$ cat src/cpf_consts.svh
`ifndef CPF_CONSTS_SVH
`define CPF_CONSTS_SVH

// ----------------------------------------------------------------------
// Register offsets (byte addresses)
// ----------------------------------------------------------------------
`define CPF_OFS_ENV_CFG 12'h000
`define CPF_OFS_GP_OUT 12'h004
`define CPF_OFS_PIN_STAT 12'h008

// ----------------------------------------------------------------------
// Field positions in environment_terminal_config
// ----------------------------------------------------------------------
`define CPF_CMP2_FUNC_LSB 8
`define CPF_CMP3_FUNC_LSB 10
`define CPF_CMP4_FUNC_LSB 12
`define CPF_CMP5_FUNC_LSB 14
`define CPF_FUNC_W 2

// ----------------------------------------------------------------------
// Field positions in the pin status register
// ----------------------------------------------------------------------
`define CPF_STAT_LEVEL_LSB 0
`define CPF_STAT_OE_LSB 4
`define CPF_STAT_OUT_LSB 8

// ----------------------------------------------------------------------
// Reset values
// ----------------------------------------------------------------------
`define CPF_RST_ENV_CFG 32'h0000_0000
`define CPF_RST_GP_OUT 4'h0

`endif

$ cat src/cpf_pkg.sv
package cpf_pkg;

    // Terminal function codes
    typedef enum logic [1:0] {
        CPF_GP_IN = 2'h0,
        CPF_GP_OUT = 2'h1,
        CPF_MATCH_LOW = 2'h2,
        CPF_MATCH_HIGH = 2'h3
    } cpf_pin_func_t;

    // Whole state of the top module
    typedef struct packed {
        logic [31:0] env_cfg;
        logic [3:0] gp_out;
        logic [3:0] gp_in;
        logic [3:0] pin_out;
        logic [3:0] pin_oe;
        logic pready;
        logic pslverr;
        logic [31:0] prdata;
    } cpf_state_t;

endpackage

$ cat src/cpf_pin_func.sv
`timescale 1ns/1ps
`default_nettype none

module cpf_pin_func
    import cpf_pkg::*;
(
    // Selection
    input wire cpf_pin_func_t func,
    // Sources
    input wire logic match,
    input wire logic gp_level,
    // Pin drive
    output logic pin_out,
    output logic pin_oe
);

    // ------------------------------------------------------------------
    // Function decode
    // ------------------------------------------------------------------
    always_comb begin
        unique case (func)
            CPF_GP_IN: begin
                pin_out = 1'h0;
                pin_oe = 1'h0;
            end
            CPF_GP_OUT: begin
                pin_out = gp_level;
                pin_oe = 1'h1;
            end
            CPF_MATCH_LOW: begin
                pin_out = ~match;
                pin_oe = 1'h1;
            end
            CPF_MATCH_HIGH: begin
                pin_out = match;
                pin_oe = 1'h1;
            end
        endcase
    end

endmodule

`default_nettype wire

$ cat src/cpf_comparator_pin_function_select.sv
// The APB slave port and the register addresses were chosen for this implementation.
`timescale 1ns/1ps
`default_nettype none

`include "cpf_consts.svh"

module cpf_comparator_pin_function_select
    import cpf_pkg::*;
#(
    parameter int ADDR_W = 12
) (
    // Clock and reset
    input wire logic pclk,
    input wire logic presetn,
    // APB slave
    input wire logic psel,
    input wire logic penable,
    input wire logic pwrite,
    input wire logic [ADDR_W-1:0] paddr,
    input wire logic [31:0] pwdata,
    input wire logic [3:0] pstrb,
    output logic [31:0] prdata,
    output logic pready,
    output logic pslverr,
    // Comparator match signals
    input wire logic cmp2_match_out,
    input wire logic cmp3_match_out,
    input wire logic cmp4_match_out,
    input wire logic cmp5_match_out,
    // Shared terminals, index 0 is comparator 2 up to 3 for comparator 5
    input wire logic [3:0] pin_in,
    output logic [3:0] pin_out,
    output logic [3:0] pin_oe,
    // General-purpose port logic
    output logic [3:0] gp_in_level
);

    // ------------------------------------------------------------------
    // Helpers
    // ------------------------------------------------------------------
    function automatic logic [31:0] merge_strb(
        input logic [31:0] old_val,
        input logic [31:0] new_val,
        input logic [3:0] strb
    );
        logic [31:0] res;
        res = old_val;
        for (int b = 0; b < 4; b++) begin
            if (strb[b]) begin
                res[8*b +: 8] = new_val[8*b +: 8];
            end
        end
        return res;
    endfunction

    function automatic cpf_pin_func_t field_of(
        input logic [31:0] cfg,
        input int lsb
    );
        return cpf_pin_func_t'(cfg[lsb +: `CPF_FUNC_W]);
    endfunction

    function automatic logic is_mapped(input logic [ADDR_W-1:0] a);
        return (a == ADDR_W'(`CPF_OFS_ENV_CFG)) ||
            (a == ADDR_W'(`CPF_OFS_GP_OUT)) ||
            (a == ADDR_W'(`CPF_OFS_PIN_STAT));
    endfunction

    // ------------------------------------------------------------------
    // State
    // ------------------------------------------------------------------
    cpf_state_t state_reg;
    cpf_state_t state_next;

    cpf_pin_func_t func_sel [4];
    logic [3:0] match_vec;
    logic [3:0] cell_out;
    logic [3:0] cell_oe;
    logic access_done;
    logic access_pend;
    logic [31:0] read_mux;
    logic [31:0] gp_merge;

    assign match_vec = {cmp5_match_out, cmp4_match_out, cmp3_match_out, cmp2_match_out};

    // ------------------------------------------------------------------
    // Field selection per terminal
    // ------------------------------------------------------------------
    always_comb begin
        func_sel[0] = field_of(state_reg.env_cfg, `CPF_CMP2_FUNC_LSB);
        func_sel[1] = field_of(state_reg.env_cfg, `CPF_CMP3_FUNC_LSB);
        func_sel[2] = field_of(state_reg.env_cfg, `CPF_CMP4_FUNC_LSB);
        func_sel[3] = field_of(state_reg.env_cfg, `CPF_CMP5_FUNC_LSB);
    end

    // ------------------------------------------------------------------
    // Terminal function cells
    // ------------------------------------------------------------------
    for (genvar i = 0; i < 4; i++) begin : g_cell
        cpf_pin_func u_cell (
            .func(func_sel[i]),
            .match(match_vec[i]),
            .gp_level(state_reg.gp_out[i]),
            .pin_out(cell_out[i]),
            .pin_oe(cell_oe[i])
        );
    end

    // ------------------------------------------------------------------
    // Read data
    // ------------------------------------------------------------------
    always_comb begin
        read_mux = 32'h0000_0000;
        if (paddr == ADDR_W'(`CPF_OFS_GP_OUT)) begin
            read_mux[3:0] = state_reg.gp_out;
        end else if (paddr == ADDR_W'(`CPF_OFS_PIN_STAT)) begin
            read_mux[`CPF_STAT_LEVEL_LSB +: 4] = state_reg.gp_in;
            read_mux[`CPF_STAT_OE_LSB +: 4] = state_reg.pin_oe;
            read_mux[`CPF_STAT_OUT_LSB +: 4] = state_reg.pin_out;
        end
    end

    // ------------------------------------------------------------------
    // Next state
    // ------------------------------------------------------------------
    always_comb begin
        state_next = state_reg;
        gp_merge = 32'h0000_0000;
        access_pend = psel && penable && !state_reg.pready;
        access_done = psel && penable && state_reg.pready;

        state_next.pready = access_pend;
        state_next.pslverr = access_pend && !is_mapped(paddr);
        state_next.prdata = (access_pend && !pwrite) ? read_mux : 32'h0000_0000;

        if (access_done && pwrite) begin
            if (paddr == ADDR_W'(`CPF_OFS_ENV_CFG)) begin
                state_next.env_cfg = merge_strb(state_reg.env_cfg, pwdata, pstrb);
            end else if (paddr == ADDR_W'(`CPF_OFS_GP_OUT)) begin
                gp_merge = merge_strb({28'h0000000, state_reg.gp_out}, pwdata, pstrb);
                state_next.gp_out = gp_merge[3:0];
            end
        end

        state_next.gp_in = pin_in;
        state_next.pin_out = cell_out;
        state_next.pin_oe = cell_oe;
    end

    // ------------------------------------------------------------------
    // State register
    // ------------------------------------------------------------------
    always_ff @(posedge pclk or negedge presetn) begin
        if (!presetn) begin
            state_reg.env_cfg <= `CPF_RST_ENV_CFG;
            state_reg.gp_out <= `CPF_RST_GP_OUT;
            state_reg.gp_in <= 4'h0;
            state_reg.pin_out <= 4'h0;
            state_reg.pin_oe <= 4'h0;
            state_reg.pready <= 1'h0;
            state_reg.pslverr <= 1'h0;
            state_reg.prdata <= 32'h0000_0000;
        end else begin
            state_reg <= state_next;
        end
    end

    // ------------------------------------------------------------------
    // Outputs
    // ------------------------------------------------------------------
    assign prdata = state_reg.prdata;
    assign pready = state_reg.pready;
    assign pslverr = state_reg.pslverr;
    assign pin_out = state_reg.pin_out;
    assign pin_oe = state_reg.pin_oe;
    assign gp_in_level = state_reg.gp_in;

endmodule

`default_nettype wire

$ cat config.mk
export PLATFORM = sky130hd
export DESIGN_NAME = cpf_comparator_pin_function_select
export DESIGN_NICKNAME = d
export VERILOG_FILES = /design/src/cpf_pkg.sv /design/src/cpf_pin_func.sv /design/src/cpf_comparator_pin_function_select.sv
export VERILOG_INCLUDE_DIRS = /design/src
export SDC_FILE = /design/constraint.sdc
export NUM_CORES = 1
export LEC_CHECK = 0
export ABC_CLOCK_PERIOD_IN_PS = 1800
export BUFFER_PORTS_ARGS = -buffer_cell sky130_fd_sc_hd__buf_2
export CAP_MARGIN = 0
export CORE_MARGIN = 10
export CORE_UTILIZATION = 43
export CTS_BUF_LIST = sky130_fd_sc_hd__clkbuf_8 sky130_fd_sc_hd__clkbuf_16
export DETAILED_ROUTE_END_ITERATION = 6
export PLACE_DENSITY_LB_ADDON = 0.1
export SLEW_MARGIN = 20
export SYNTH_ARGS = -nofsm -noshare
export SYNTH_HDL_FRONTEND = slang
export SYNTH_HIERARCHICAL = 1
export SYNTH_SLANG_ARGS = --single-unit
export TNS_END_PERCENT = 20
$ cat constraint.sdc
create_clock -name pclk -period 1.8 [get_ports pclk]
set_clock_uncertainty 0.05 [all_clocks]
set_input_delay 0.36 -clock pclk [delete_from_list [all_inputs] [get_ports pclk]]
set_output_delay 0.36 -clock pclk [all_outputs]
set_load 0.005 [all_outputs]
======== Word level (Yosys, flattened, before mapping) ========
Index checks and enable logic that the tools add are counted.
Widths: inputs -> output; s select.
storage, ports and cells
  input port bits ......................... 61
  memories kept ........................... 0
  output and inout bits ................... 46
  word-level logic and storage cells ...... 61
  flip-flop bits (word level) ............. 38
  bits in latches ......................... 0
  ROM bits ................................ 0
  memory bits (writable) .................. 0
operators by class
  shifts and indexed selects .............. 0
  eq/ne operators ......................... 14
  magnitude comparators ................... 0
  multiply operators ...................... 0
  multiplexer cells ....................... 12
  $add $sub $neg .......................... 0
  div/mod/pow operators ................... 0
  bitwise operators ....................... 5
  reduce and logical (&&, ||, !) cells .... 22
operators by type and width
  kind                 number
  $mux 12              2
  $eq 2x2->1 const B   8
  $pmux 1 s4           4
  $eq 12x3->1 const B  1
  $eq 12x4->1 const B  1
  $logic_not 12->1     1
  $reduce_or 3->1      4
  $eq 2x1->1 const B   4
  $logic_not 2->1      4
  $mux 8               1
  $pmux 1 s2           4
  $logic_and 1x1->1    6
  $not 1->1            5
  $mux 4               1
  $reduce_and 4->1     1
  $logic_not 1->1      3
  $reduce_and 3->1     1
  $logic_or 1x1->1     2

======== Depth between registers and ports, before layout ========
Gate-level depths: netlist of run 1.
  depth after elaboration ................. 5
  depth in mapped cells ................... 4
  mapped depth without buffers ............ 4

======== Modules after synthesis ========
The synthesis of run 1 kept the hierarchy.
by module, submodules not included
  module                              times used  cells each  seq. area each (um^2)  area each (um^2)
  cpf_comparator_pin_function_select  1           130         950.9                  1,684.1
  cpf_pin_func                        4           4           0.0                    32.5

======== Worst setup path after synthesis of run 1 ========
No wires, ideal clock.
  kind .................................... input to register
  from .................................... input paddr[11]
  to ...................................... register state_reg, in the netlist func_sel[0]
  data required time ...................... 1.625 ns
  library setup time ...................... 0.125 ns
  path buffers ............................ 0
  arrival time ............................ 1.574 ns
  slack ................................... 0.051 ns
  stages .................................. 4
  path through ............................ nor4bb_1 nand4_2 nor3b_4 mux2_2
on the way
  longest elaborated chain between the ends .. 2
RTL lines
  element                     RTL line                                   source
  from (decl)                 cpf_comparator_pin_function_select.sv:19   input wire logic [ADDR_W-1:0] paddr,
  $logic_not 12->1            cpf_comparator_pin_function_select.sv:137  if (paddr == ADDR_W'(`CPF_OFS_ENV_CFG)) begin
  $reduce_and 3->1 (no line)  --
  to (signal assigned)        cpf_comparator_pin_function_select.sv:164  state_reg <= state_next;
  to (decl)                   cpf_comparator_pin_function_select.sv:72   cpf_state_t state_reg;
No other way between the ends.
A chain may end at the register's enable or synchronous reset.

======== Worst setup path in the final report of run 1 ========
  from .................................... input paddr[11]
  to ...................................... register state_reg, in the netlist func_sel[4]
The elaborated chain is that of the path after synthesis.

==> results.json, run 1 <==
{
  "status": "finished clean",
  "htreeDepth": 2,
  "clk_latency_ns": 0.28,
  "layout_commonest_cell": "buf_2",
  "cts_root_buf": "clkbuf_8",
  "r2r-start": "pready",
  "place_ws_ns": -0.1449,
  "rows": 23,
  "yosysUniqueCellTypes": 20,
  "layout_common_cells": "64 x buf_2, 38 x dfrtp_1, 20 x conb_1",
  "timing.setup.tns_ns": 0,
  "grt_pass1_vias": 1303,
  "vias": 1109,
  "clkSinkCount": 38,
  "numCtsBuffers": 5,
  "antenna_found_initial": 0,
  "cellLeakagePower_nw": 1.157,
  "finalPower_mw": 1.652,
  "clk_pin_slew_ns": 0.07,
  "crit_path_start_kind": "input port",
  "synth_warnings": 6,
  "synth_area_sq_um": 1814,
  "holdCritPathClass": "input port to flip-flop",
  "viasPerCell": 4.436,
  "worstSetupEndpointType": "flip-flop",
  "syn_inst": 146,
  "post-route-cell-area_sq_um": 2100,
  "rr_endpoint": "func_sel[4]",
  "routedWlPerCell_um": 15.22,
  "diodes": 0,
  "largest_reg_flops": 12,
  "cts_resized": 0,
  "cp_max_fo": 4,
  "endpoint": "func_sel[4]",
  "grt_overflow": 0,
  "initial_core_util_pct": 45.03,
  "avgSynthCellArea_sq_um": 12.43,
  "cts.path.max_buffers": 2,
  "dpl.cell_count": 241,
  "irDropWorstVdd_mv": 0.4708,
  "grt_max_degree": 21,
  "drc_errors": 0,
  "yosysSeqAreaShare_pct": 52.41,
  "worstSetupPathType": "input port to flip-flop",
  "fin_crit_sh_pct": 90.66,
  "area_delta_synth_final_pct": 15.72,
  "reg2reg_setup_slack_ns": 0.23,
  "drv_cap": 0,
  "portBuffers": 64,
  "crit_start": "paddr[11]",
  "grt_pass1_wl_um": 6430,
  "drt_iter0_markers": 30,
  "setup_ws_ns": 0.1681,
  "hold_viol_final": 0,
  "ant_nets": 0,
  "nNetsFinal": 260,
  "max_freq_ghz": 0.6128,
  "cts_tree": "done",
  "core_sq_um": 4029,
  "synth-seq-cells": 38,
  "drt_wl_total_um": 3805,
  "drv_slew": 0,
  "dpl.hpwl_um": 3196,
  "fp.dieW_um": 84.96,
  "rsz0062_at_grt": "false",
  "power_density_nw_per_um2": 786.8,
  "period_needed_ns": 1.632,
  "required_ns": 1.91,
  "setup_viol": 0,
  "rr_worst_depth": 5,
  "drt_first_pass_iters": 4,
  "place_area_sq_um": 1983,
  "stdcell_count": 250,
  "fp.dieH_um": 84.96,
  "top_register": "prdata",
  "drive_gt1_share_pct": 48.50,
  "gp_congestion": 0.7754,
  "critical_path_arrival_ns": 1.75,
  "pin_count": 107,
  "dieArea_sq_um": 7217,
  "track_usage_pct": 10.96
}
where the power goes:
part | total [mW] | internal, mW | switching [mW]
sequential | 0.864 | 0.860 | 0.00348
combinational | 0.110 | 0.0492 | 0.0607
clock | 0.678 | 0.403 | 0.275
kinds of logic after synthesis:
group	after synthesis	share of synthesized area (%)
compound gates	5	2.069
buf+inv	44	18.21
flops	38	52.41
mux	20	11.86
other cells	1	0.2067
simple gates	38	15.24
Yosys cell counts:
cell type / instances / area, sq um
conb_1: 1 / 3.750
or2_2: 4 / 25.02
nor4b_2: 1 / 15.01
mux2_2: 12 / 135.1
and3b_1: 2 / 17.52
mux2i_1: 8 / 80.08
or3_1: 1 / 6.260
nand4_2: 1 / 12.51
nor3b_4: 1 / 18.77
and2_1: 8 / 50.05
nor2b_1: 2 / 12.51
nor4_4: 2 / 42.54
dfrtp_1: 38 / 950.9
nor2_1: 6 / 22.52
a22oi_1: 4 / 30.03
nor4bb_1: 1 / 10.01
buf_4: 44 / 330.3
nand2b_1: 4 / 25.02
nand2_1: 5 / 18.77
o21a_1: 1 / 7.510
final cells by class:
type / instances / area (sq um)
Tap cell: 50 / 62.56
Multi-Input combinational cell: 83 / 604.3
Sequential cell: 38 / 950.9
Timing Repair Buffer: 71 / 375.4
Fill cell: 384 / 1929
Clock buffer: 5 / 68.82
Clock inverter: 3 / 37.54
worst min-delay path by stage:
| stage | end | from | slack [ns] | cells past startpoint |
|---|---|---|---|---|
| finish | gp_in_level[3] | pin_in[3] | 0.13 | 1 |
| global route | gp_in_level[1] | pin_in[1] | 0.12 | 1 |
| CTS | gp_in_level[3] | pin_in[3] | 0.13 | 1 |
| detailed placement | prdata[6] | presetn | 0.28 | 1 |
| global placement | prdata[6] | presetn | 0.27 | 1 |
| floorplan | func_sel[0] | presetn | 0.01 | 0 |
layer usage:
metal	routed length (um)	up-vias	track usage [%]
met4	20	0	3.144
met3	446	2	5.832
met1	1487	521	12.00
met2	1849	61	17.98
met5	0	-	0
li1	-	525	-
timing repair:
item | CTS | global route
setup buffers | 0 | 0
endpoints found under the hold margin | 19 | 0
hold buffers | 1 | 0
per-stage QoR:
step	hold slack (ns)	util, %
floorplan	0.01441	-
global placement	0.2682	49.22
detailed placement	0.2835	49.22
CTS	0.1283	52.11
global route	0.1221	52.11
finish	0.1336	52.11
worst max-delay path: stages:
cell and delay, ns:
buf_2 0.10, nor4bb_1 0.34, nand4_2 0.19, nor3b_4 0.25, buf_4 0.17, mux2_2 0.33
No activity file was read; power rests on OpenSTA's default activity.
==> run 2, diff against run 1 <==
--- a/config.mk
+++ b/config.mk
@@ -7,7 +7,7 @@
 export NUM_CORES = 1
 export LEC_CHECK = 0
 export ABC_CLOCK_PERIOD_IN_PS = 1800
-export BUFFER_PORTS_ARGS = -buffer_cell sky130_fd_sc_hd__buf_2
+export BUFFER_PORTS_ARGS = -buffer_cell sky130_fd_sc_hd__clkbuf_2
 export CAP_MARGIN = 0
 export CORE_MARGIN = 10
 export CORE_UTILIZATION = 43
==> results.json, run 2 (synthesized netlist as in run 1, its figures left out) <==
{
  "nNetsFinal": 260,
  "worstSetupEndpointType": "flip-flop",
  "multi_input_area_sq_um": 604.3,
  "rr_worst_depth": 5,
  "period_needed_ns": 1.637,
  "fill_cells": 377,
  "layout_common_cells": "64 x clkbuf_2, 38 x dfrtp_1, 20 x conb_1",
  "cts_hold_buf": 0,
  "crit_start": "paddr[11]",
  "dpl.hpwl_um": 3167,
  "rr_endpoint": "func_sel[7]",
  "gp_congestion": 0.7849,
  "power_density_nw_per_um2": 806.9,
  "drc_errors": 0,
  "pin_count": 107,
  "r2r-start": "pready",
  "post-route-util_pct": 52.21,
  "status": "finished clean",
  "required_ns": 1.92,
  "clk_latency_ns": 0.29,
  "drt_iter0_markers": 41,
  "grt_overflow": 0,
  "drive_gt1_share_pct": 49.75,
  "grt_pass1_wl_um": 6458,
  "cts_tree": "done",
  "cts.path.max_buffers": 2,
  "cts_root_buf": "clkbuf_8",
  "vias": 1101,
  "timing.setup.tns_ns": 0,
  "layout_commonest_cell": "clkbuf_2",
  "grt_max_degree": 39,
  "rows": 23,
  "portBuffers": 64,
  "reg2reg_setup_slack_ns": 0.18,
  "grt_pass1_vias": 1319,
  "rsz0062_at_grt": "false",
  "cellLeakagePower_nw": 1.144,
  "initial_core_util_pct": 45.03,
  "viasPerCell": 4.422,
  "max_freq_ghz": 0.6108,
  "drv_cap": 0,
  "antenna_found_initial": 0,
  "htreeDepth": 2,
  "track_usage_pct": 11.32,
  "dieArea_sq_um": 7217,
  "regArea_sq_um": 950.9,
  "core_sq_um": 4029,
  "fin_crit_sh_pct": 90.95,
  "clkSinkCount": 38,
  "fp.dieH_um": 84.96,
  "numCtsBuffers": 5,
  "irDropWorstVdd_mv": 0.4431,
  "hold_viol_final": 0,
  "cts_resized": 0,
  "critical_path_arrival_ns": 1.76,
  "top_register": "prdata",
  "place_area_sq_um": 1991,
  "area_delta_synth_final_pct": 15.93,
  "worstSetupPathType": "input port to flip-flop",
  "drt_wl_total_um": 3822,
  "routedWlPerCell_um": 15.35,
  "diodes": 0,
  "drt_first_pass_iters": 4,
  "cp_max_fo": 4,
  "cts_setup_buffers": 0,
  "setup_viol": 0,
  "post-route-cell-area_sq_um": 2103,
  "crit_path_start_kind": "input port",
  "fp.dieW_um": 84.96,
  "ant_nets": 0,
  "clk_pin_slew_ns": 0.07,
  "drv_slew": 0,
  "largest_reg_flops": 12,
  "holdCritPathClass": "input port to async pin"
}
[run 2: changes by cell type in the layout (fill, tap and decap cells not counted)]
cell           delta
buf_2            -64
buf_4             +1
clkbuf_2         +64
clkbuf_8          +1
dlygate4sd3_1     -1
inv_1             -2
[run 2: metal layers]
metal	vias to the layer above	part of all wire, %	track usage, %
met4	0	2.5	4.790
met5	-	0	0
met3	8	13	7.266
met2	61	48	18.19
li1	527	-	-
met1	505	36	11.39
[run 2: worst max-delay path, cell delays in order]
cell and delay, ns:
clkbuf_2 0.09, nor4bb_1 0.33, nand4_2 0.20, nor3b_4 0.27, buf_4 0.18, mux2_2 0.33
[run 2: worst max-delay path by stage]
stage	slack (ns)	end	cells after the start
finish	0.16	func_sel[7]	6
global route	0.05	func_sel[7]	6
CTS	0.15	func_sel[7]	6
detailed placement	-0.17	func_sel[7]	6
global placement	-0.12	func_sel[1]	6
floorplan	0.05	func_sel[0]	4
[run 2: per-stage QoR]
stage / power (mW) / hold slack, ns / setup WS, ns / std cells
6_report: 1.697 / 0.06456 / 0.1629 / 249
5_1_grt: 1.786 / 0.09790 / 0.05216 / 249
4_1_cts: 1.730 / 0.07385 / 0.1468 / 249
3_5_place_dp: 0.9901 / 0.3871 / -0.1697 / 242
3_3_place_gp: 0.9871 / 0.3785 / -0.1187 / 242
2_1_floorplan: 0.9464 / 0.01441 / 0.05091 / 165
[run 2: area by class of cell]
| class | count | share of cell area, % |
|---|---|---|
| Sequential cell | 38 | 45.21 |
| Clock buffer | 6 | 3.926 |
| Tap cell | 50 | 2.974 |
| Clock inverter | 1 | 1.428 |
| Multi-Input combinational cell | 83 | 28.73 |
| Timing Repair Buffer | 71 | 17.73 |
[run 2: power by group]
part           total, mW  switching, mW  internal, mW
registers          0.865        0.00402         0.861
logic              0.109         0.0602        0.0492
clock network      0.723          0.280         0.443
